===== src/emadc_pkg.sv =====
// constants for the external memory area decoder and bus clock divider
// assumes a 32-bit register port with word offsets and one system clock
package emadc_pkg;
  localparam int unsigned emadc_areas = 4;
  // register byte addresses
  localparam logic [31:0] emadc_area_sel_0_addr = 32'h4001_0110;
  localparam logic [31:0] emadc_area_sel_1_addr = 32'h4001_0114;
  localparam logic [31:0] emadc_area_sel_2_addr = 32'h4001_0118;
  localparam logic [31:0] emadc_area_sel_3_addr = 32'h4001_011c;
  localparam logic [31:0] emadc_clk_div_addr = 32'h4001_0120;
  // area select field layout: base in [31:24], size mask in [7:0]
  localparam int unsigned emadc_base_lsb = 24;
  localparam int unsigned emadc_mask_lsb = 0;
  // reset: area 0 spans the whole window, others never match
  localparam logic [7:0] emadc_area0_base_rst = 8'h10;
  localparam logic [7:0] emadc_area0_mask_rst = 8'hf0;
  localparam logic [7:0] emadc_areax_base_rst = 8'hff;
  localparam logic [7:0] emadc_areax_mask_rst = 8'h00;
  // external window 1000_0000h..1fff_ffffh, 256 MB
  localparam logic [3:0] emadc_window_top = 4'h1;
  // divider codes and reset value
  localparam logic [3:0] emadc_div_rst = 4'h4;
  localparam logic [3:0] emadc_div_code_max = 4'h4;
  localparam logic [2:0] emadc_cnt_rst = 3'h0;
endpackage


===== src/emadc_top.sv =====
// external memory area decoder and bus clock divider
// chip selects and both divided clocks leave straight from flip-flops
// assumes a plain register port synchronous to clk_in; accesses are
// presented on access_addr_in / access_valid_in by the memory controller
//
// Contract
// - four area select registers place the four chip-select areas.
// - all areas together form one 256 MB external window.
// - areas live only in 1000_0000h to 1fff_ffffh; decode only there.
// - hit when address[31:24] and mask[7:0] equals base[31:24].
// - divider makes internal bus clock and bus clock pin, ratio two to six.
// - code 000..100 selects divide by 2, 3, 4, 5, 6.
// - divide by 3 is high 1 low 2, by 5 high 2 low 3.
// - divider register reads 0000_0004h after reset, dividing by six.
// - divider bits 31:4 read zero; software writes zero.
`timescale 1ns/100ps
`default_nettype none
module emadc_top
  import emadc_pkg::*;
(
  input wire logic clk_in, // 20 MHz system clock
  input wire logic resetn_in, // async reset, active low
  input wire logic [31:0] reg_addr_in, // register byte address
  input wire logic [31:0] reg_wdata_in, // register write data
  input wire logic reg_wr_in, // write strobe
  input wire logic reg_rd_in, // read strobe
  output logic [31:0] reg_rdata_out, // read data, cycle after strobe
  input wire logic [31:0] access_addr_in, // external access address
  input wire logic access_valid_in, // access presented this cycle
  output logic [3:0] chip_select_area_n_out, // chip selects, active low
  output logic window_hit_out, // access fell in a programmed area
  output logic int_bus_clk_out, // divided internal bus clock
  output logic external_bus_clock_pin_out, // divided bus clock pin
  output logic [2:0] div_active_out // ratio code now in use
);

  typedef struct packed {
    // area select registers
    logic [3:0][7:0] base;
    logic [3:0][7:0] mask;
    // divider register and the ratio now running
    logic [3:0] divider_code;
    logic [2:0] active_code;
    // clock generator
    logic [2:0] cnt;
    logic clk_lvl;
    logic int_clk_lvl;
    // registered decode results
    logic [3:0] cs_n;
    logic hit;
    // register port read data
    logic [31:0] rdata;
  } emadc_state_type;

  emadc_state_type s_q;
  emadc_state_type s_d;
  logic [3:0] match;
  logic in_window;
  logic [2:0] period_last;
  logic [2:0] high_len;
  logic [3:0][7:0] masked_top; // top address byte through each mask
  logic [3:0][31:0] area_word; // read view of each area register
  logic period_wrap; // counter at the last count of its period
  logic code_legal; // stored code is one of the five ratios

  // only addresses inside the 256 MB window are ever decoded
  // top nibble 1 is the whole window, so no area can reach outside it
  assign in_window = (access_addr_in[31:28] == emadc_window_top);

  // one masked compare per area; the window test keeps addresses
  // outside 1000_0000h..1fff_ffffh from ever selecting
  genvar gi;
  generate
    for (gi = 0; gi < emadc_areas; gi++)
    begin : g_area
      // top address byte seen through this area's size mask
      assign masked_top[gi] = access_addr_in[31:24] & s_q.mask[gi];
      assign match[gi] = access_valid_in && in_window &&
        (masked_top[gi] == s_q.base[gi]);
    end
  endgenerate

  // read view per area; bits 23:8 are not stored and read as zero
  generate
    for (gi = 0; gi < emadc_areas; gi++)
    begin : g_word
      assign area_word[gi] = {s_q.base[gi], 16'h0000, s_q.mask[gi]};
    end
  endgenerate

  // period end and code check shared by the divider logic
  assign period_wrap = (s_q.cnt >= period_last);
  // forbidden codes are kept for read back but never run
  assign code_legal = (s_q.divider_code <= emadc_div_code_max);

  // period length and high phase for the active code
  // a table rather than arithmetic keeps the odd ratios exact
  always_comb
  begin
    period_last = 3'h1;
    high_len = 3'h1;
    unique case (s_q.active_code)
      // divide by 2, high 1 low 1
      3'h0:
      begin
        period_last = 3'h1;
        high_len = 3'h1;
      end
      // divide by 3, high 1 low 2
      3'h1:
      begin
        period_last = 3'h2;
        high_len = 3'h1;
      end
      // divide by 4, high 2 low 2
      3'h2:
      begin
        period_last = 3'h3;
        high_len = 3'h2;
      end
      // divide by 5, high 2 low 3
      3'h3:
      begin
        period_last = 3'h4;
        high_len = 3'h2;
      end
      // divide by 6, high 3 low 3
      3'h4:
      begin
        period_last = 3'h5;
        high_len = 3'h3;
      end
      // codes above 4 never become active; kept for a total table
      default:
      begin
        period_last = 3'h5;
        high_len = 3'h3;
      end
    endcase
  end

  // next state: register writes, decode, divider, read data
  // one process computes every next value; the flops below only copy it
  always_comb
  begin
    s_d = s_q;
    // register writes; the window must be idle meanwhile
    if (reg_wr_in)
    begin
      unique case (reg_addr_in)
        // each area keeps base and mask; bits 23:8 are dropped
        emadc_area_sel_0_addr:
        begin
          s_d.base[0] = reg_wdata_in[emadc_base_lsb +: 8];
          s_d.mask[0] = reg_wdata_in[emadc_mask_lsb +: 8];
        end
        // area 1 select
        emadc_area_sel_1_addr:
        begin
          s_d.base[1] = reg_wdata_in[emadc_base_lsb +: 8];
          s_d.mask[1] = reg_wdata_in[emadc_mask_lsb +: 8];
        end
        // area 2 select
        emadc_area_sel_2_addr:
        begin
          s_d.base[2] = reg_wdata_in[emadc_base_lsb +: 8];
          s_d.mask[2] = reg_wdata_in[emadc_mask_lsb +: 8];
        end
        // area 3 select
        emadc_area_sel_3_addr:
        begin
          s_d.base[3] = reg_wdata_in[emadc_base_lsb +: 8];
          s_d.mask[3] = reg_wdata_in[emadc_mask_lsb +: 8];
        end
        // all four code bits stored, forbidden ones too
        emadc_clk_div_addr:
        begin
          s_d.divider_code = reg_wdata_in[3:0];
        end
        default:
        begin
          s_d.divider_code = s_q.divider_code; // unmapped write ignored
        end
      endcase
    end

    // read data stands one cycle after the strobe, zero otherwise
    // a write and a read never share a cycle, so the blocks are independent
    s_d.rdata = 32'h0000_0000;
    if (reg_rd_in)
    begin
      unique case (reg_addr_in)
        emadc_area_sel_0_addr:
        begin
          s_d.rdata = area_word[0];
        end
        emadc_area_sel_1_addr:
        begin
          s_d.rdata = area_word[1];
        end
        emadc_area_sel_2_addr:
        begin
          s_d.rdata = area_word[2];
        end
        emadc_area_sel_3_addr:
        begin
          s_d.rdata = area_word[3];
        end
        emadc_clk_div_addr:
        begin
          // reserved bits 31:4 always read zero
          s_d.rdata = {28'h000_0000, s_q.divider_code};
        end
        default:
        begin
          // unmapped addresses read zero
          s_d.rdata = 32'h0000_0000;
        end
      endcase
    end

    // chip selects follow the decode one cycle later; no match, none low
    // overlapping areas would pull several selects; software avoids that
    s_d.cs_n = ~match;
    s_d.hit = |match;

    // divider: count through one period, high for the first high_len counts
    if (period_wrap)
    begin
      s_d.cnt = emadc_cnt_rst;
      // new ratio taken only at a period boundary so no runt pulse appears
      // forbidden codes are not taken up; the old ratio keeps running
      if (code_legal)
      begin
        s_d.active_code = s_q.divider_code[2:0];
      end
    end
    else
    begin
      s_d.cnt = s_q.cnt + 3'h1;
    end

    // level for the next count; count 0 starts the high phase, so a new
    // ratio always begins with a full high phase and never a short one
    if (s_d.cnt == emadc_cnt_rst)
    begin
      s_d.clk_lvl = 1'b1;
    end
    else
    begin
      s_d.clk_lvl = s_d.cnt < high_len;
    end
    // both clocks come from one level, so they can never drift apart
    s_d.int_clk_lvl = s_d.clk_lvl;
  end

  // single state register, reset to documented values
  always_ff @(posedge clk_in or negedge resetn_in)
  begin
    if (!resetn_in)
    begin
      // area 0 covers the whole window, the others match nothing
      s_q.base <= {emadc_areax_base_rst, emadc_areax_base_rst,
                   emadc_areax_base_rst, emadc_area0_base_rst};
      s_q.mask <= {emadc_areax_mask_rst, emadc_areax_mask_rst,
                   emadc_areax_mask_rst, emadc_area0_mask_rst};
      // divide by six from reset
      s_q.divider_code <= emadc_div_rst;
      s_q.active_code <= emadc_div_rst[2:0];
      // both clocks start at the top of a high phase
      s_q.cnt <= emadc_cnt_rst;
      s_q.clk_lvl <= 1'b1;
      s_q.int_clk_lvl <= 1'b1;
      // no select and no read data while reset holds
      s_q.cs_n <= 4'hf;
      s_q.hit <= 1'b0;
      s_q.rdata <= 32'h0000_0000;
    end
    else
    begin
      s_q <= s_d;
    end
  end

  // all outputs straight from the state register
  // register port
  assign reg_rdata_out = s_q.rdata;

  // decode results
  assign chip_select_area_n_out = s_q.cs_n;
  assign window_hit_out = s_q.hit;

  // divided clocks and the ratio now running
  assign int_bus_clk_out = s_q.int_clk_lvl;
  assign external_bus_clock_pin_out = s_q.clk_lvl;
  assign div_active_out = s_q.active_code;

endmodule
`default_nettype wire


===== config.mk =====
export PLATFORM = sky130hd
export DESIGN_NAME = emadc_top
export DESIGN_NICKNAME = d
export VERILOG_FILES = /design/src/emadc_pkg.sv /design/src/emadc_top.sv
export SDC_FILE = /design/constraint.sdc
export NUM_CORES = 1
export LEC_CHECK = 0
export ABC_AREA = 0
export ABC_CLOCK_PERIOD_IN_PS = 3900
export BUFFER_PORTS_ARGS = -buffer_cell sky130_fd_sc_hd__buf_2
export CORE_MARGIN = 10
export CORE_UTILIZATION = 50
export DETAILED_ROUTE_END_ITERATION = 10
export HOLD_SLACK_MARGIN = 0.12
export PLACE_DENSITY = 0.77
export SLEW_MARGIN = 0
export SYNTH_ARGS = -nofsm -noshare
export SYNTH_HDL_FRONTEND = slang
export SYNTH_SLANG_ARGS = --single-unit
export TNS_END_PERCENT = 1

===== constraint.sdc =====
create_clock -name clk_in -period 3.9 [get_ports clk_in]
set_input_delay 0.195 -clock clk_in [delete_from_list [all_inputs] [get_ports clk_in]]
set_output_delay 0.195 -clock clk_in [all_outputs]
set_load 0.03 [all_outputs]

Word level (Yosys, flattened, before mapping) --
Index checks and enable logic that the tools add are counted.
Word-level totals: bits in read-only memories 0, bits in latches 0, memories 0, output and inout port bits 42, word-level logic and storage cells 59, RAM bits 0, bits in registers 112
Operators by class: equality and inequality tests 13, $mul 0, reductions and logical operators 16, bitwise operators 5, magnitude comparators 3, shift operators 0, add/sub/neg operators 1, div/mod/pow operators 0, muxes and demuxes 6
Operators with widths (number):
- 32-bit by 31-bit == test with 1-bit output (second input constant) | 5
- 32-bit one-hot mux with 5 select lines | 1
- 8-bit bitwise AND | 4
- 8-bit == test | 4
- 32-bit 2-to-1 mux | 1
- 3-bit one-hot mux with 4 select lines | 1
- 2-bit AND reduction | 6
- 3-bit by 2-bit == test with 1-bit output (second input constant) | 2
- 3-bit zero test | 2
- 1-bit logical AND | 5
- 4-bit by 1-bit == test with 1-bit output (second input constant) | 1
- 4-bit by 3-bit less-or-equal comparator with 1-bit output (second input constant) | 1
- 4-bit inverter | 1
- 2-bit one-hot mux with 2 select lines | 1
- 2-bit OR reduction | 2
- 4-bit OR reduction | 1
- 3-bit by 1-bit adder with 3-bit output (second input constant) | 1
- 3-bit by 1-bit == test with 1-bit output (second input constant) | 1
- 3-bit greater-or-equal comparator | 1
- 3-bit < comparator | 1
- 3-bit 2-to-1 mux | 1
- 1-bit 2-to-1 mux | 1

Logic depth before layout (Yosys ltp) --
word-level depth 6, mapped depth 10

Worst setup path before layout --
Ideal clock, no wire load.
kind register -> register, from register s_q, in the netlist div_active_out[2], to register s_q, in the netlist int_bus_clk_out, setup slack 1787 ps, stages on the path, launching flop included 11, arrival 2039 ps, data required time 3827 ps, setup time 73 ps, path through dfstp_2 -> nand2b_1 -> ha_1 -> nand2b_1 -> a21o_1 -> a21o_1 -> nor2_1 -> ha_1 -> a21oi_1 -> a21oi_1 -> a21oi_1
RTL lines:
- start, declared | RTL line emadc_top.sv:55 | emadc_state_type s_q;

Final worst setup path --
from input reg_addr_in[23], to register s_q, in the netlist area_word[38]
On the way: cells in the longest elaborated chain, start to end 2
RTL lines:
- start, declared | RTL line emadc_top.sv:23 | input wire logic [31:0] reg_addr_in,
- 32-bit by 31-bit == test with 1-bit output | RTL line emadc_top.sv:150 | unique case (reg_addr_in)
- 2-bit AND reduction (no line)
Every way passes these cells. A chain may end at the register's enable or synchronous reset.

==> metrics.md <==
| Metric | Value |
|---|---|
| Clk pwr share | about a third |
| Worst path depth | 6 |
| Reg2reg start | div_active_out[2] |
| Measured slew at the worst slew-check pin | ~1.0 ns |
| Routed vias | about 3400 |
| Area contributors post-synth | dfrtp_1, dfstp_2, mux2_2 |
| Status | completed |
| Tcrit/Tclk final | roughly 59% |
| R2r worst-path depth | 10 |
| Post-synth top area cell | dfrtp_1 |
| Adder-Cell Fraction of Synth Area | about 1.3% |
| Internal power | 1.31 mW |
| FMAX | 436 MHz |
| Mapped Area | between 0.004 and 0.005 sq mm |
| Power Density | roughly 310 mW/mm^2 |
| Main combinational cell family by area after synthesis | multiplexers |
| Worst Hold Class | in2reg |
| Shortest period the worst path allows | roughly 2.3 ns |
| Cell with the most instances after synthesis | mux2_2 |
| PortBufs | 86 |
| R2R Setup Slk | around 1.6 ns |
| Wire per inst | approximately 18 um |
| Reg clk slew, reported paths | approximately 0.090 ns |
| Clock skew | 0.00878 ns |
| Initial Util | 51.1% |
| Peak VDD IR | just over 0.2 mV |
| PostCTS Resize Cnt | 0 |
| Vias in the first global route | around 3600 |
| CTS tree | done |
| Synth Flop Type | dfrtp_1 |
| CP Launch Type | input port |
| Num CTS Buffers | 9 |
| Register share of total power | 57.2% |
| Clock buffer depth | 2 |
| Routed WL | 11300 um |
| Dpl cells | 598 |
| Logic pwr share | ~10% |
| Post-synth EDFFs | 0 |
| FF+latch count, synth | 96 |
| Rel. slew slack | 30.2% |
| Synth Area in Simple Gates | between 10% and 20% |
| Switching pwr | roughly 460 uW |
| Post-CTS setup repair buffer count | 0 |
| DRT Pass-1 Iters | 5 |
| Final HPWL DP | just over 8000 um |
| H-Tree Depth | 3 |
| Global-route wire length before repair | about 18000 um |
| RSZ-0062 raised after global routing | false |
| Final Hold Fails | 0 |
| Sw frac | roughly a quarter |
| Overall global routing resource usage | between 15 and 20% |
| Compound-Gate Fraction of Synth Area | between 4 and 5% |
| Post-synthesis sequential area ratio | around 50% |
| Die height | about 120 um |
| Post-synthesis async set-or-reset flop share | between 90% and 100% |
| CP Data Arrival Time | ~2.6 ns |
| Synth unique cells | 39 |
| Leakage power | around 2.6 nW |
| Multiplexer share of the synthesized area | between 20 and 25% |
| Crit path max-delay family | simple AND/OR/NAND/NOR gates |
| Setup Crit Path Kind | in2reg |
| Final ANT Viol Nets | 0 |
| Cells after Synth | between 400 and 500 |
| Initial antenna violation count | 0 |
| Non-filler cells, final | 628 |
| Final #Nets | 596 |
| XOR/XNOR Fraction of Synth Area | under 10% |
| CP startpoint | reg_addr_in[23] |
| R2R Path End | int_bus_clk_out |
| Critical path's slowest cell | nor3_4 |
| Total gr overflow | 0 |
| Final Max Slew Viols | 0 |
| Fin Setup TNS | 0 ns |
| Post-Syn Area per Cell | approximately 12 sq um |
| CP endpoint | area_word[38] |
| Die ar. | approximately 0.014 sq mm |
| Clk sinks | 96 |
| Core area | 0.00973 sq mm |
| Most frequent cells after synthesis | mux2_2, dfrtp_1, buf_4 |
| Area grow syn2layout | 12.4% |
| Slowest stage delay, CP | 0.79 ns |
| Drc violations | 0 |
| Critical path buffer and inverter count | 1 |
| Setup crit end kind | flip-flop |
| Yosys warns | 0 |
| Vias per Instance | around 5.4 |
| Placer congestion estimate | ~0.90 |
| Number of diodes | 0 |
| 1st-iter DRT viols | approximately 210 |
| CP cell instances | buf_2 -> nor4_1 -> nand4b_1 -> or3_4 -> nor3_4 -> mux2_2 |
| Crit path required time | ~4.2 ns |
| Pin count of the biggest net entering global routing | 64 |
| Share of the synthesized area in the top cell type | 30.2% |
| Root buffer cell | clkbuf_8 |
| Clock latency on the worst-skew pair | 0.36 ns |
| Cell Rows | 36 |
| Chip width | about 120 um |
| Critical path fanouts, max | 16 |
| Share of cells above drive strength 1 | 43.4% |
| Max cap viols | 0 |
| Io pins | 143 |
| Setup violators final | 0 |
power groups by stage:
stage               logic (mW)  clock network, mW  registers [mW]
floorplan                0.108                  0            1.03
global placement         0.168                  0            1.02
global route             0.207              0.624            1.01
finish                   0.182              0.572            1.01
detailed placement       0.172                  0            1.02
CTS                      0.184              0.586            1.01
kinds of logic (layout without fill, tap and decap cells):
logic type                 count (synthesis)  count (layout)
AOI/OAI and AO/OA                         32              32
xor gates and xnor gates                  25              25
adders and majority gates                  5               5
buffers and inverters                     56             123
DFF                                       96              96
muxes                                     96              96
other                                      1              16
and+or+nand+nor                          102             102
worst min path at each step:
stage                     startpoint           endpoint  slack [ns]  depth (start not counted)
floorplan                  resetn_in       area_word[0]       -0.10                          0
global placement           resetn_in     window_hit_out        0.32                          1
detailed placement         resetn_in  reg_rdata_out[26]        0.33                          1
CTS                 reg_wdata_in[30]     area_word[126]        0.12                          2
global route        reg_wdata_in[30]      area_word[62]        0.13                          2
finish              reg_wdata_in[30]     area_word[126]        0.13                          2
cell type report:
class,instances,area [sq um]
fillers,821,4140
flip-flops and latches,96,2450
multi-input cells,276,2200
repair buffers,104,603
well taps,133,166
clock buffers,11,131
clock inverters,5,33.8
inverters,3,11.3
stage by stage:
stage | instance area, sq um | hold WS [ns] | power, mW | worst slack, ns | util [%]
detailed placement | 5290 | 0.327 | 1.20 | 1.21 | 54.3
global placement | 5290 | 0.319 | 1.19 | 1.28 | 54.3
floorplan | 5030 | -0.101 | 1.13 | 1.79 | -
global route | 5590 | 0.134 | 1.84 | 1.38 | 57.5
finish | 5590 | 0.131 | 1.76 | 1.60 | 57.5
CTS | 5590 | 0.123 | 1.78 | 1.57 | 57.5
layer usage:
| metal | vias up | global-route usage [%] | wire (um) |
|---|---|---|---|
| li1 | 1572 | - | - |
| met1 | 1665 | 19.4 | 4600 |
| met2 | 111 | 27.0 | 5730 |
| met3 | 15 | 4.13 | 798 |
| met4 | 0 | 6.03 | 199 |
| met5 | - | 0 | 0 |
cell usage in the layout (no fill, tap or decap), types with 3 or more instances in the layout:
| cell | netlist | routed |
|---|---|---|
| a2111oi_0 | 3 | 3 |
| buf_2 | 5 | 85 |
| xnor2_1 | 15 | 15 |
| nor2_1 | 23 | 23 |
| mux2i_1 | 24 | 24 |
| nor4_1 | 6 | 6 |
| dlygate4sd3_1 | 0 | 14 |
| inv_1 | 3 | 3 |
| ha_1 | 5 | 5 |
| dfstp_2 | 36 | 36 |
| nand4_1 | 13 | 13 |
| mux4_2 | 4 | 4 |
| buf_4 | 40 | 5 |
| mux2_2 | 68 | 68 |
| nand2_1 | 26 | 26 |
| o22a_1 | 12 | 12 |
| conb_1 | 1 | 16 |
| clkbuf_8 | 0 | 9 |
| dfrtp_1 | 60 | 60 |
| nand3_1 | 7 | 7 |
| a21oi_1 | 14 | 14 |
| nand2b_1 | 5 | 5 |
| nor3_1 | 8 | 8 |
| xor2_1 | 10 | 10 |
sequential cells by signal, indices dropped and copies added (netlist names):
signal                  cells
area_word                  64
chip_select_area_n_out      4
div_active_out              3
int_bus_clk_out             1
reg_rdata_out              16
s_q                         7
window_hit_out              1
what timing repair did:
| item | CTS | global route |
|---|---|---|
| hold buffers | 14 | 0 |
| endpoints found under the setup margin | 0 | 0 |
| hold endpoints to repair | 87 | 0 |
Power figures use the tool's default switching activity.
